--- src/dmc_pkg.sv ---
// Constants shared by the display mode configuration block.
// Assumes one 250 MHz system clock and an 8-bit register port.
package dmc_pkg;
    // ****************************************************************
    // Register port and offsets
    // ****************************************************************
    localparam int       ADDR_W     = 8;
    localparam int       DATA_W     = 8;
    localparam logic [7:0] OFS_ID    = 8'h00;
    localparam logic [7:0] OFS_VIN   = 8'h01;
    localparam logic [7:0] OFS_DISP  = 8'h02;
    localparam logic [7:0] OFS_TOP   = 8'h03;
    localparam logic [7:0] OFS_BOT   = 8'h04;
    localparam logic [7:0] OFS_DUTY  = 8'h05;
    localparam logic [7:0] OFS_RAMP  = 8'h06;
    localparam logic [7:0] OFS_AGING = 8'h07;
    localparam logic [7:0] OFS_STATE = 8'h08;
    // ****************************************************************
    // Field positions
    // ****************************************************************
    localparam int VIN_FIELD_BIT   = 2;
    localparam int VIN_VPOL_BIT    = 1;
    localparam int VIN_HPOL_BIT    = 0;
    localparam int VIN_W           = 3;
    localparam int DISP_BLANK_BIT  = 5;
    localparam int DISP_STEREO_BIT = 4;
    localparam int DISP_STYLE_HI   = 3;
    localparam int DISP_STYLE_LO   = 2;
    localparam int DISP_VDIR_BIT   = 1;
    localparam int DISP_HDIR_BIT   = 0;
    localparam int DISP_W          = 6;
    localparam int POS_W           = 6;
    localparam int AGING_BIT       = 0;
    // ****************************************************************
    // Reset values
    // ****************************************************************
    localparam logic [2:0] VIN_RST  = 3'h0;
    localparam logic [5:0] DISP_RST = 6'h20;
    localparam logic [5:0] TOP_RST  = 6'h14;
    localparam logic [5:0] BOT_RST  = 6'h14;
    localparam logic [7:0] DUTY_RST = 8'h00;
    localparam logic [7:0] RAMP_RST = 8'h00;
    // ****************************************************************
    // Geometry and synchronised signal slots
    // ****************************************************************
    localparam int ROW_W = 9;
    localparam int COL_W = 10;
    localparam logic [8:0] ROW_LAST = 9'h1df;
    localparam logic [9:0] COL_LAST = 10'h27f;
    localparam int SIG_H = 0;
    localparam int SIG_V = 1;
    localparam int SIG_E = 2;
    localparam int SIG_N = 3;
    typedef enum logic [1:0] {STYLE_PROG, STYLE_INTER, STYLE_PSEUDO} dmc_style_type;
endpackage

--- src/dmc_sync_if.sv ---
// Carrier for synchronised video timing inputs.
// Assumes producer and consumer share the system clock.
interface dmc_sync_if;
    import dmc_pkg::*;
    logic [SIG_N-1:0] lvl;
    logic [SIG_N-1:0] rise;
    logic [SIG_N-1:0] fall;
    modport src (output lvl, rise, fall);
    modport dst (input lvl, rise, fall);
endinterface

--- src/dmc_pin_sync.sv ---
// Three-stage pin synchroniser with agreement filter and edge pulses.
// Assumes pins are asynchronous to the system clock.
module dmc_pin_sync
    import dmc_pkg::*;
(
    input  wire logic             clk,
    input  wire logic             rst_n,
    input  wire logic [SIG_N-1:0] pins,
    dmc_sync_if.src               sif
);
    logic [1:0] fill_reg;
    logic       primed;

    // Reset levels need not match the pins' idle levels; no edges until the stages are full
    assign primed = &fill_reg;

    always_ff @(posedge clk or negedge rst_n)
    begin
        if (!rst_n)
            fill_reg <= 2'b00;
        else if (!primed)
            fill_reg <= fill_reg + 2'b01;
    end

    genvar i;
    generate
        for (i = 0; i < SIG_N; i++)
        begin : g_bit
            logic s1_reg;
            logic s2_reg;
            logic s3_reg;
            logic lvl_reg;
            logic lvl_next;
            // A change counts only once stages two and three agree
            assign lvl_next = (s2_reg == s3_reg) ? s3_reg : lvl_reg;
            always_ff @(posedge clk or negedge rst_n)
            begin
                if (!rst_n)
                begin
                    s1_reg  <= 1'b0;
                    s2_reg  <= 1'b0;
                    s3_reg  <= 1'b0;
                    lvl_reg <= 1'b0;
                    sif.rise[i] <= 1'b0;
                    sif.fall[i] <= 1'b0;
                end
                else
                begin
                    s1_reg  <= pins[i];
                    s2_reg  <= s1_reg;
                    s3_reg  <= s2_reg;
                    lvl_reg <= primed ? lvl_next : s2_reg;
                    sif.rise[i] <= primed & lvl_next & ~lvl_reg;
                    sif.fall[i] <= primed & ~lvl_next & lvl_reg;
                end
            end
            assign sif.lvl[i] = lvl_reg;
        end
    endgenerate
endmodule

--- src/dmc_scan_counter.sv ---
// Loadable up/down scan counter.
// Assumes load is a one-cycle pulse; step may be held as a level and then counts once per system clock.
module dmc_scan_counter #(
    parameter int W = 9
) (
    input  wire logic         clk,
    input  wire logic         rst_n,
    input  wire logic         load,
    input  wire logic [W-1:0] start,
    input  wire logic         step,
    input  wire logic         down,
    input  wire logic [1:0]   inc,
    output logic      [W-1:0] value
);
    logic [W-1:0] value_reg;
    logic [W-1:0] value_next;
    logic [W-1:0] inc_w;

    assign inc_w = W'(inc);

    // Wraps silently; the row caller gates visibility by range, the column caller does not
    always_comb
    begin
        value_next = value_reg;
        if (load)
            value_next = start;
        else if (step)
            value_next = down ? W'(value_reg - inc_w) : W'(value_reg + inc_w);
    end

    always_ff @(posedge clk or negedge rst_n)
    begin
        if (!rst_n)
            value_reg <= '0;
        else
            value_reg <= value_next;
    end

    assign value = value_reg;
endmodule

--- src/dmc_mode_regs.sv ---
// Display mode configuration registers and the scan logic they steer.
// Assumes a one-cycle strobe register port and asynchronous video pins.

module dmc_mode_regs
    import dmc_pkg::*;
#(
    // Arbitrary identification value
    parameter logic [7:0] REVISION = 8'h01
) (
    input  wire logic                      CLK_SYS,
    input  wire logic                      RESETN,
    input  wire logic [dmc_pkg::ADDR_W-1:0] ADDR,
    input  wire logic [dmc_pkg::DATA_W-1:0] WDATA,
    input  wire logic                      WR,
    input  wire logic                      RD,
    output logic      [dmc_pkg::DATA_W-1:0] RDATA,
    input  wire logic                      VSYNC_PIN,
    input  wire logic                      HSYNC_PIN,
    input  wire logic                      ENABLE_PIN,
    output logic                           DISPLAY_ON,
    output logic                           FIELD_EVEN,
    output logic                           EYE_RIGHT,
    output logic      [dmc_pkg::ROW_W-1:0]  ROW_ADDR,
    output logic      [dmc_pkg::COL_W-1:0]  COL_ADDR,
    output logic                           ROW_VISIBLE,
    output logic      [1:0]                SCAN_STYLE,
    output logic      [7:0]                ROW_DUTY,
    output logic      [7:0]                RAMP_CTRL
);
    import dmc_pkg::*;

    // ****************************************************************
    // Register storage
    // ****************************************************************
    logic [VIN_W-1:0]  vin_reg;
    logic [DISP_W-1:0] disp_reg;
    logic [POS_W-1:0]  top_reg;
    logic [POS_W-1:0]  bot_reg;
    logic [7:0]        duty_reg;
    logic [7:0]        ramp_reg;
    logic              aging_reg;
    logic [DATA_W-1:0] rdata_reg;
    logic [DATA_W-1:0] rdata_next;

    // ****************************************************************
    // Scan state
    // ****************************************************************
    logic              display_on_reg;
    logic              field_even_reg;
    logic              eye_right_reg;
    logic              row_visible_reg;
    logic              pseudo_phase_reg;
    logic [ROW_W-1:0]  row_value;
    logic [COL_W-1:0]  col_value;

    // ****************************************************************
    // Decoded settings
    // ****************************************************************
    logic              set_field;
    logic              vpol;
    logic              hpol;
    logic              blank;
    logic              stereo;
    dmc_style_type     style;
    logic              vdir;
    logic              hdir;
    logic              v_start;
    logic              h_start;
    logic              en_start;
    logic              odd_offset;
    logic [1:0]        row_inc;
    logic [ROW_W-1:0]  row_start;
    logic [COL_W-1:0]  col_start;
    logic [ROW_W-1:0]  row_first;
    logic [ROW_W-1:0]  row_last;

    dmc_sync_if sync_bus ();

    // ****************************************************************
    // Pin synchronisation
    // ****************************************************************
    dmc_pin_sync u_sync (
        .clk   (CLK_SYS),
        .rst_n (RESETN),
        .pins  ({ENABLE_PIN, VSYNC_PIN, HSYNC_PIN}),
        .sif   (sync_bus.src)
    );

    // ****************************************************************
    // Register writes
    // ****************************************************************
    always_ff @(posedge CLK_SYS or negedge RESETN)
    begin
        if (!RESETN)
            vin_reg <= VIN_RST;
        else if (WR && ADDR == OFS_VIN)
            vin_reg <= WDATA[VIN_W-1:0];
    end

    always_ff @(posedge CLK_SYS or negedge RESETN)
    begin
        if (!RESETN)
            disp_reg <= DISP_RST;
        else if (WR && ADDR == OFS_DISP)
            disp_reg <= WDATA[DISP_W-1:0];
    end

    always_ff @(posedge CLK_SYS or negedge RESETN)
    begin
        if (!RESETN)
        begin
            top_reg <= TOP_RST;
            bot_reg <= BOT_RST;
        end
        else if (WR && ADDR == OFS_TOP)
            top_reg <= WDATA[POS_W-1:0];
        else if (WR && ADDR == OFS_BOT)
            bot_reg <= WDATA[POS_W-1:0];
    end

    always_ff @(posedge CLK_SYS or negedge RESETN)
    begin
        if (!RESETN)
        begin
            duty_reg  <= DUTY_RST;
            ramp_reg  <= RAMP_RST;
            aging_reg <= 1'b0;
        end
        else if (WR)
        begin
            if (ADDR == OFS_DUTY)
                duty_reg <= WDATA;
            if (ADDR == OFS_RAMP)
                ramp_reg <= WDATA;
            if (ADDR == OFS_AGING)
                aging_reg <= WDATA[AGING_BIT];
        end
    end

    // ****************************************************************
    // Register reads
    // ****************************************************************
    // Unused bits and unmapped offsets read as zero
    always_comb
    begin
        rdata_next = '0;
        unique case (ADDR)
            OFS_ID:    rdata_next = REVISION;
            OFS_VIN:   rdata_next[VIN_W-1:0] = vin_reg;
            OFS_DISP:  rdata_next[DISP_W-1:0] = disp_reg;
            OFS_TOP:   rdata_next[POS_W-1:0] = top_reg;
            OFS_BOT:   rdata_next[POS_W-1:0] = bot_reg;
            OFS_DUTY:  rdata_next = duty_reg;
            OFS_RAMP:  rdata_next = ramp_reg;
            OFS_AGING: rdata_next[AGING_BIT] = aging_reg;
            OFS_STATE: rdata_next[3:0] = {row_visible_reg, eye_right_reg,
                                          field_even_reg, display_on_reg};
            default:   rdata_next = '0;
        endcase
    end

    // Read data stands for exactly the cycle after the strobe
    always_ff @(posedge CLK_SYS or negedge RESETN)
    begin
        if (!RESETN)
            rdata_reg <= '0;
        else if (RD)
            rdata_reg <= rdata_next;
        else
            rdata_reg <= '0;
    end

    // ****************************************************************
    // Setting decode
    // ****************************************************************
    assign set_field = vin_reg[VIN_FIELD_BIT];
    assign vpol      = vin_reg[VIN_VPOL_BIT];
    assign hpol      = vin_reg[VIN_HPOL_BIT];
    assign blank     = disp_reg[DISP_BLANK_BIT];
    assign stereo    = disp_reg[DISP_STEREO_BIT];
    assign vdir      = disp_reg[DISP_VDIR_BIT];
    assign hdir      = disp_reg[DISP_HDIR_BIT];

    always_comb
    begin
        // Upper bit set means pseudo-interlaced regardless of low bit
        if (disp_reg[DISP_STYLE_HI])
            style = STYLE_PSEUDO;
        else if (disp_reg[DISP_STYLE_LO])
            style = STYLE_INTER;
        else
            style = STYLE_PROG;
    end

    // Active sync edge follows the programmed polarity
    assign v_start  = vpol ? sync_bus.rise[SIG_V] : sync_bus.fall[SIG_V];
    assign h_start  = hpol ? sync_bus.rise[SIG_H] : sync_bus.fall[SIG_H];
    assign en_start = sync_bus.rise[SIG_E];

    // ****************************************************************
    // Field and stereo tracking
    // ****************************************************************
    always_ff @(posedge CLK_SYS or negedge RESETN)
    begin
        if (!RESETN)
            field_even_reg <= 1'b0;
        else if (en_start)
            field_even_reg <= set_field;
    end

    always_ff @(posedge CLK_SYS or negedge RESETN)
    begin
        if (!RESETN)
            eye_right_reg <= 1'b0;
        else if (!stereo)
            eye_right_reg <= 1'b0;
        else if (v_start)
            eye_right_reg <= ~eye_right_reg;
    end

    // Pseudo-interlace makes its own field phase, ignoring the input field
    always_ff @(posedge CLK_SYS or negedge RESETN)
    begin
        if (!RESETN)
            pseudo_phase_reg <= 1'b0;
        else if (style != STYLE_PSEUDO)
            pseudo_phase_reg <= 1'b0;
        else if (v_start)
            pseudo_phase_reg <= ~pseudo_phase_reg;
    end

    // ****************************************************************
    // Display enable
    // ****************************************************************
    always_ff @(posedge CLK_SYS or negedge RESETN)
    begin
        if (!RESETN)
            display_on_reg <= 1'b0;
        else
            display_on_reg <= ~blank | aging_reg;
    end

    // ****************************************************************
    // Row scan
    // ****************************************************************
    always_comb
    begin
        odd_offset = 1'b0;
        row_inc    = 2'd1;
        unique case (style)
            STYLE_PROG:
            begin
                odd_offset = 1'b0;
                row_inc    = 2'd1;
            end
            STYLE_INTER:
            begin
                odd_offset = field_even_reg;
                row_inc    = 2'd2;
            end
            STYLE_PSEUDO:
            begin
                odd_offset = pseudo_phase_reg;
                row_inc    = 2'd2;
            end
        endcase
    end

    // Bottom-up scan starts at the last row less the field offset and counts down
    assign row_start = vdir ? ROW_LAST - ROW_W'(odd_offset)
                            : ROW_W'(odd_offset);

    dmc_scan_counter #(
        .W (ROW_W)
    ) u_row (
        .clk   (CLK_SYS),
        .rst_n (RESETN),
        .load  (v_start),
        .start (row_start),
        .step  (h_start),
        .down  (vdir),
        .inc   (row_inc),
        .value (row_value)
    );

    // ****************************************************************
    // Column scan
    // ****************************************************************
    assign col_start = hdir ? COL_LAST : '0;

    dmc_scan_counter #(
        .W (COL_W)
    ) u_col (
        .clk   (CLK_SYS),
        .rst_n (RESETN),
        .load  (h_start),
        .start (col_start),
        .step  (sync_bus.lvl[SIG_E]),
        .down  (hdir),
        .inc   (2'd1),
        .value (col_value)
    );

    // ****************************************************************
    // Visible row window
    // ****************************************************************
    // Bottom position is a margin above the last physical row
    assign row_first = ROW_W'(top_reg);
    assign row_last  = ROW_LAST - ROW_W'(bot_reg);

    always_ff @(posedge CLK_SYS or negedge RESETN)
    begin
        if (!RESETN)
            row_visible_reg <= 1'b0;
        else
            row_visible_reg <= (row_value >= row_first) && (row_value <= row_last);
    end

    // ****************************************************************
    // Outputs
    // ****************************************************************
    assign RDATA       = rdata_reg;
    assign DISPLAY_ON  = display_on_reg;
    assign FIELD_EVEN  = field_even_reg;
    assign EYE_RIGHT   = eye_right_reg;
    assign ROW_ADDR    = row_value;
    assign COL_ADDR    = col_value;
    assign ROW_VISIBLE = row_visible_reg;
    assign SCAN_STYLE  = disp_reg[DISP_STYLE_HI:DISP_STYLE_LO];
    assign ROW_DUTY    = duty_reg;
    assign RAMP_CTRL   = ramp_reg;
endmodule

--- config.mk ---
export PLATFORM = sky130hd
export DESIGN_NAME = dmc_mode_regs
export DESIGN_NICKNAME = d
export VERILOG_FILES = /design/src/dmc_pkg.sv /design/src/dmc_sync_if.sv /design/src/dmc_pin_sync.sv /design/src/dmc_scan_counter.sv /design/src/dmc_mode_regs.sv
export SDC_FILE = /design/constraint.sdc
export NUM_CORES = 1
export LEC_CHECK = 0
export ABC_AREA = 1
export BUFFER_PORTS_ARGS = -buffer_cell sky130_fd_sc_hd__buf_2
export CORE_MARGIN = 3
export CORE_UTILIZATION = 52
export CTS_BUF_LIST = sky130_fd_sc_hd__clkbuf_8 sky130_fd_sc_hd__clkbuf_16
export DETAILED_ROUTE_END_ITERATION = 7
export GPL_ROUTABILITY_DRIVEN = 0
export PLACE_DENSITY = 0.81
export SLEW_MARGIN = 5
export SYNTH_ARGS = -nofsm -noshare
export SYNTH_HDL_FRONTEND = slang
export SYNTH_SLANG_ARGS = --single-unit
--- constraint.sdc ---
create_clock -name CLK_SYS -period 1.7 [get_ports CLK_SYS]
set_input_delay 0.085 -clock CLK_SYS [delete_from_list [all_inputs] [get_ports CLK_SYS]]
set_output_delay 0.085 -clock CLK_SYS [all_outputs]
set_load 0.05 [all_outputs]
==> results.toml, run 1 <==
[grt]
grt_pass1_wl_mm = 21.95
antenna_found_initial = 0
grt.total_usage_pct = 24.16
grt_start_max_net_pins = 44
overflow = 0
grt_pass1_vias = 4732

[placed_design]
placedCellCount = 828
place_hpwl_mm = 9.667
port_buffers = 71

[logic_synthesis]
yosys-top-cells-area = "dfrtp_1 41%, nand2_1 12%, ha_1 7.3%, inv_1 4.5%, o21ai_2 4.1%"
synth.distinct_cells = 42
synth.largest_area_cell = "dfrtp_1"
yosysMostFrequentCell = "nand2_1"
syn_inst = 615
avgSynthCellArea_um2 = 8.382
syn_nets = 670
ys_warn_count = 0
async_flop_share_pct = 100.0
synthesis.area_um2 = 5155
ys_seq_area_share_pct = 43.33
synth_edf_count = 0
synthFlopType = "dfrtp_1"
synth_top_area_share_pct = 40.78
synth_common_cells = "163 x nand2_1, 84 x dfrtp_1, 62 x inv_1"
ys_ff_latch = 89

[sta]
drv_slew = 0
finalCritPeriodShare_pct = 107.1
finClkSkew_ns = 0.01383
final-setup-viol-count = 5
relSlewSlack_pct = 73.18
finalHoldViolations = 0
period_minus_slack_ns = 1.821
fmax_mhz = 549.2
rsz0062_at_grt = "yes"
fin_ws_ns = -0.1209
worst_pin_slew_ns = 0.4023

[cts]
cts_sinks = 89
cts_made_buffers = 9
clk_pin_slew_ns = 0.10
clk_latency_ns = 0.36
cts_tree = "done"
cts-root-buf = "clkbuf_8"
htreeDepth = 3
clockBufferDepth = 2

[setup_path]
critical_path.endpoint = "u_row.value[8]"
crit_buf_inv = 3
cpMostUsedCell = "nand2_1"
startpoint_type = "register"
crit_chain = "nor2_2 -> inv_1 -> nor2_2 -> inv_1 -> fa_2 -> inv_2 -> nand3_2 -> nand2_2 -> nand2_2 -> nand3_2 -> nand2_1 -> nand2_1 -> nand2_1 -> nand2_1 -> nand2_1"
crit_start = "disp_reg[2]"
cp_num_cells = 15
max_stage_delay_ns = 0.41
r2r-end = "u_row.value[8]"
cp_top_family = "simple AND/OR/NAND/NOR gates"
critPathKind = "reg -> reg"
reg2reg_depth = 15
rr_startpoint = "disp_reg[2]"
cp_slowest_cell = "dfrtp_1"
regToRegSetupSlack_ns = -0.12
crit_path_max_fanout = 3
critPathCaptureType = "register"
crit_arrival_ns = 2.07
worstPathRequired_ns = 1.95

[floorplan]
ios = 72
core.rowCount = 35
die_x_um = 105.6
core_area_um2 = 9415
design.die.area_um2 = 11140
die_h_um = 105.6
initial_core_util_pct = 54.75

[power_and_ir_drop]
p_per_area_nw_per_um2 = 1020
p_sw_mw = 2.692
switching_share_pct = 41.65
leakagePower_nw = 3.263
vdd_drop_max_v = 0.0005248
power_frac_seq_pct = 40.6
p_int_mw = 3.772
clkPwrFrac_pct = 21.5
p_comb_share_pct = 37.9

[final_layout]
layout.cells.non_filler = 864
diodes = 0
largest_register_ffs = 10
drive_above_1_share_pct = 33.61
nets = 785
fin_util_pct = 67.28
layout-area-overhead-vs-synth_pct = 22.89

[run_status]
status = "complete, but fails checks"
violations = "negative setup slack"

[min_path]
hold_path_class = "in -> reg"

[detailed_routing]
route.detailed.drc = 0
vias_per_cell = 5.510
drt-total-wl_mm = 13.14
drtAntennaViolNets = 0
vias = 4761
drt-initial-drc-count = 391
dr.pass1.iters = 5
wl_per_cell_um = 15.21

[job]
maxCapViolations = 0
placed cells by master (no fill, tap or decap), types with 4 or more instances in the layout:
cell type | synthesis | final
a21oi_1 | 27 | 22
a21oi_2 | 0 | 4
buf_2 | 1 | 70
buf_4 | 2 | 32
clkbuf_8 | 0 | 9
dfrtp_1 | 84 | 74
dfrtp_2 | 0 | 10
dfstp_2 | 5 | 5
dlygate4sd3_1 | 0 | 7
ha_1 | 30 | 20
ha_4 | 0 | 7
inv_1 | 62 | 56
inv_2 | 12 | 18
nand2_1 | 163 | 156
nand2_2 | 13 | 20
nand2_4 | 6 | 6
nand3_1 | 37 | 34
nand3_2 | 2 | 5
nand4_1 | 13 | 13
nor2_1 | 37 | 34
nor2_2 | 2 | 5
nor2_4 | 5 | 5
nor3_1 | 4 | 4
o211ai_1 | 8 | 8
o21ai_0 | 21 | 16
o21ai_1 | 17 | 18
o21ai_2 | 24 | 28
o21bai_1 | 4 | 4
xnor2_1 | 5 | 4
xor2_1 | 4 | 4
metal layers:
layer  up-vias  wire length, um  part of all wire (%)  track usage [%]
li1       2254                -                     -                -
met1      2265             5252                    40            30.30
met2       197             6632                    50            41.21
met3        45              898                   6.8            5.083
met4         0              359                   2.7            8.788
met5         -                0                     0                0
cell families (layout without fill, tap and decap cells):
family | count (synthesis) | after routing | share of synthesized area (%)
buffers and inverters | 86 | 206 | 7.378
and+or+nand+nor | 290 | 290 | 26.29
adders and majority gates | 32 | 32 | 8.058
muxes | 1 | 1 | 0.2184
xor gates and xnor gates | 9 | 9 | 1.529
DFF | 89 | 89 | 43.33
AOI/OAI and AO/OA | 108 | 108 | 13.20
power by group through the flow:
stage	Sequential, mW	Combinational (mW)	Clock, mW
6_report	2.62	2.45	1.39
5_1_grt	2.65	2.67	1.50
4_1_cts	2.60	2.27	1.41
3_5_place_dp	2.63	2.17	0
3_3_place_gp	2.62	2.10	0
2_1_floorplan	3.17	0.986	0
layout make-up:
cell class,count,area [um^2]
flip-flops and latches,89,2246
inverters,77,292.8
well taps,129,161.4
clock buffers,9,123.9
fillers,732,3080
clock inverters,7,62.56
multi-input cells,440,2730
repair buffers,113,718.2
through the flow:
step	cell area (um^2)	worst slack [ns]	TNS (ns)	hold slack (ns)	power (mW)
3_3_place_gp	5787	-0.1025	-0.2412	0.03333	4.723
2_1_floorplan	5177	-0.08378	-0.09687	-0.2106	4.160
4_1_cts	6116	-0.08462	-0.1745	0.06541	6.274
3_5_place_dp	5787	-0.1756	-0.7543	0.03939	4.806
6_report	6335	-0.1209	-0.3726	0.07013	6.464
5_1_grt	6335	-0.2533	-1.410	0.09570	6.825
worst register-to-register path: stages, from the launching register on:
cell,delay [ns]
dfrtp_1,0.41
nor2_2,0.14
inv_1,0.06
nor2_2,0.10
inv_1,0.06
fa_2,0.35
inv_2,0.06
nand3_2,0.05
nand2_2,0.10
nand2_2,0.07
nand3_2,0.07
nand2_1,0.05
nand2_1,0.05
nand2_1,0.05
nand2_1,0.05
nand2_1,0.05
how the worst min path moves through the flow:
stage / startpoint / endpoint / slack (ns) / cells past startpoint
global placement: RESETN / u_col.value[4] / 0.03 / 1
detailed placement: RESETN / u_col.value[3] / 0.04 / 1
CTS: WDATA[4] / ROW_DUTY[4] / 0.07 / 3
floorplan: RESETN / DISPLAY_ON / -0.21 / 0
global route: WDATA[4] / ROW_DUTY[4] / 0.1 / 3
finish: WDATA[4] / bot_reg[4] / 0.07 / 3
timing repair:
action | CTS | global route
pin swaps | 5 | 17
setup buffers | 2 | 11
hold buffers | 7 | 0
hold endpoints to repair | 35 | 0
gates resized for setup | 15 | 30
endpoints found under the setup margin | 9 | 12
Note: power is estimated with default switching activity, not from simulation.
==> inputs of run 2 (changes only) <==
--- a/config.mk
+++ b/config.mk
@@ -8,12 +8,13 @@
 export ABC_AREA = 1
 export BUFFER_PORTS_ARGS = -buffer_cell sky130_fd_sc_hd__buf_2
 export CORE_MARGIN = 3
-export CORE_UTILIZATION = 52
+export CORE_UTILIZATION = 53
 export CTS_BUF_LIST = sky130_fd_sc_hd__clkbuf_8 sky130_fd_sc_hd__clkbuf_16
 export DETAILED_ROUTE_END_ITERATION = 7
 export GPL_ROUTABILITY_DRIVEN = 0
-export PLACE_DENSITY = 0.81
+export PLACE_DENSITY = 0.82
 export SLEW_MARGIN = 5
 export SYNTH_ARGS = -nofsm -noshare
 export SYNTH_HDL_FRONTEND = slang
+export SYNTH_HIERARCHICAL = 1
 export SYNTH_SLANG_ARGS = --single-unit
==> run 2 against run 1 <==
  * The flow still finishes with violations (negative setup slack)
  * Via count increased by 3.7%
  * Sequential power increased by 5%
  * Clock skew decreased by 0.0026 ns
  * Critical path type unchanged
  * Core utilization increased by 3.0 points
  * Worst setup slack got worse by 0.068 ns
  * Non-clock buffer count increased by 3
  * Final cell count increased by 6.8%
==> results.toml, run 2 <==
[final_layout]
multi_input_area_um2 = 2955
drive_above_1_share_pct = 29.85
diodes = 0
seqCellArea_um2 = 2238
fillCellCount = 714
nets = 847
final_common_cell = "nand2_1"
final_cell_mix = "211 x nand2_1, 80 x dfrtp_1, 72 x inv_1"
layout-area-overhead-vs-synth_pct = 25.32
largest_register_ffs = 10

[job]
maxCapViolations = 0

[sta]
totalNegativeSetupSlack_ns = -1.261
finalCritPeriodShare_pct = 111.1
rsz0062_at_grt = "yes"
final-setup-viol-count = 12
finClkSkew_ns = 0.01126
period_minus_slack_ns = 1.889
fmax_mhz = 529.3
finalHoldViolations = 0
fin_ws_ns = -0.1894
drv_slew = 0

[min_path]
hold_path_class = "in -> reg"

[logic_synthesis]
synthesis.area_um2 = 5301
syn_inst = 669
avgSynthCellArea_um2 = 7.924
ys_warn_count = 6

[cts]
clockBufferDepth = 2
cts_tree = "done"
cts-root-buf = "clkbuf_8"
cts_sinks = 89
clk_latency_ns = 0.37
clk_pin_slew_ns = 0.10
htreeDepth = 3
cts_made_buffers = 9

[setup_path]
cpMostUsedCell = "nand2_1"
critPathCaptureType = "register"
crit_chain = "nor2_4 -> inv_2 -> ha_4 -> nor2_4 -> inv_6 -> ha_4 -> nand2_1 -> nor2_2 -> nand3_2 -> nand2_1 -> nand2_1 -> nand3_1 -> nand2_1"
crit_arrival_ns = 2.15
crit_path_max_fanout = 7
cp_top_family = "simple AND/OR/NAND/NOR gates"
cp_slowest_cell = "dfrtp_1"
startpoint_type = "register"
worstPathRequired_ns = 1.96
max_stage_delay_ns = 0.41
critPathKind = "reg -> reg"
crit_buf_inv = 2

[power_and_ir_drop]
vdd_drop_max_v = 0.0009410
leakagePower_nw = 3.489
p_per_area_nw_per_um2 = 1174

[grt]
grt_start_max_net_pins = 39
grt_pass1_wl_mm = 22.34
grt.total_usage_pct = 24.60
overflow = 0
grt_pass1_vias = 4837
antenna_found_initial = 0

[detailed_routing]
wl_per_cell_um = 14.53
dr.pass1.iters = 5
drtAntennaViolNets = 0
drt-total-wl_mm = 13.42
route.detailed.drc = 0
vias_per_cell = 5.347
drt-initial-drc-count = 378
vias = 4935

[run_status]
violations = "negative setup slack"
status = "complete, but fails checks"

[floorplan]
ios = 72
initial_core_util_pct = 56.04
core_area_um2 = 9459
design.die.area_um2 = 11240
die_x_um = 106.0
die_h_um = 106.0
core.rowCount = 35

[placed_design]
place_hpwl_mm = 9.681
post-place-ws_ns = -0.2568
port_buffers = 71
## run 2: cell types whose count changed in the layout (fill, tap and decap cells not counted), moves of 5 or more
cell,before,now
nand2_1,156,211
inv_1,56,72
a22oi_1,0,12
nand4_1,13,4
a21oi_1,22,14
ha_4,7,15
conb_1,0,7
dfrtp_1,74,80
dfrtp_2,10,4
nand2_2,20,14
nand3_1,34,40
o21ai_1,18,12
nor2_1,34,39
## run 2: worst paths after layout
| kind | from | endpoint | slack (ns) | cells past startpoint |
|---|---|---|---|---|
| min reg2reg | u_sync/g_bit[1].s1_reg | u_sync/g_bit[1].s2_reg | 0.35 | 0 |
| min | WDATA[4] | top_reg[4] | 0.09 | 3 |
| max in group asynchronous | RESETN | u_sync/g_bit[0].lvl_reg | 0.87 | 3 |
| min in group asynchronous | RESETN | u_col/value[0] | 0.19 | 2 |
| max | disp_reg[3] | u_row/value[8] | -0.19 | 13 |
| max reg2reg | disp_reg[3] | u_row/value[8] | -0.19 | 13 |
## run 2: timing repair
action	in CTS	in global routing
setup endpoints to repair	14	16
pin swaps	16	1
resized for setup	19	14
hold buffers	10	0
buffers inserted	3	3
cloned	0	0
endpoints found under the hold margin	40	0
## run 2: power by group
group | switching [mW] | internal, mW | total [mW]
Clock | 0.818 | 0.738 | 1.56
Sequential | 0.363 | 2.38 | 2.75
Combinational | 2.16 | 1.34 | 3.50
Total | 3.34 | 4.46 | 7.80
## run 2: metal layers
| layer | vias to the layer above | GRT usage, % | routed length, um |
|---|---|---|---|
| met5 | - | 0 | 0 |
| met2 | 190 | 44.67 | 6970 |
| met3 | 39 | 4.250 | 846 |
| met1 | 2333 | 29.18 | 5257 |
| li1 | 2373 | - | - |
| met4 | 0 | 8.881 | 341 |
## run 2: worst reg2reg max path, cell delays in order (launching register included)
cell,delay [ns]
dfrtp_1,0.41
nor2_4,0.14
inv_2,0.05
ha_4,0.16
nor2_4,0.12
inv_6,0.09
ha_4,0.29
nand2_1,0.08
nor2_2,0.12
nand3_2,0.08
nand2_1,0.06
nand2_1,0.04
nand3_1,0.08
nand2_1,0.05
## run 2: cell type report
type / instances / share of cell area, %
inverter: 89 / 5.198
clock inverter: 6 / 1.092
multi-input combinational: 484 / 44.48
sequential: 89 / 33.69
clock buffer: 10 / 2.072
timing repair buffer: 116 / 11.04
tap: 129 / 2.429
## run 2: per-stage QoR
| step | instances | util [%] | hold slack (ns) | cell area [um^2] | total power, mW |
|---|---|---|---|---|---|
| detailed placement | 891 | 64.62 | 0.06799 | 6112 | 5.921 |
| global placement | 891 | 64.62 | 0.06119 | 6112 | 5.779 |
| global route | 923 | 70.24 | 0.1077 | 6644 | 8.271 |
| CTS | 920 | 69.26 | 0.08799 | 6551 | 7.671 |
| finish | 923 | 70.24 | 0.08942 | 6644 | 7.799 |
| floorplan | 674 | - | -0.2106 | 5480 | 4.978 |
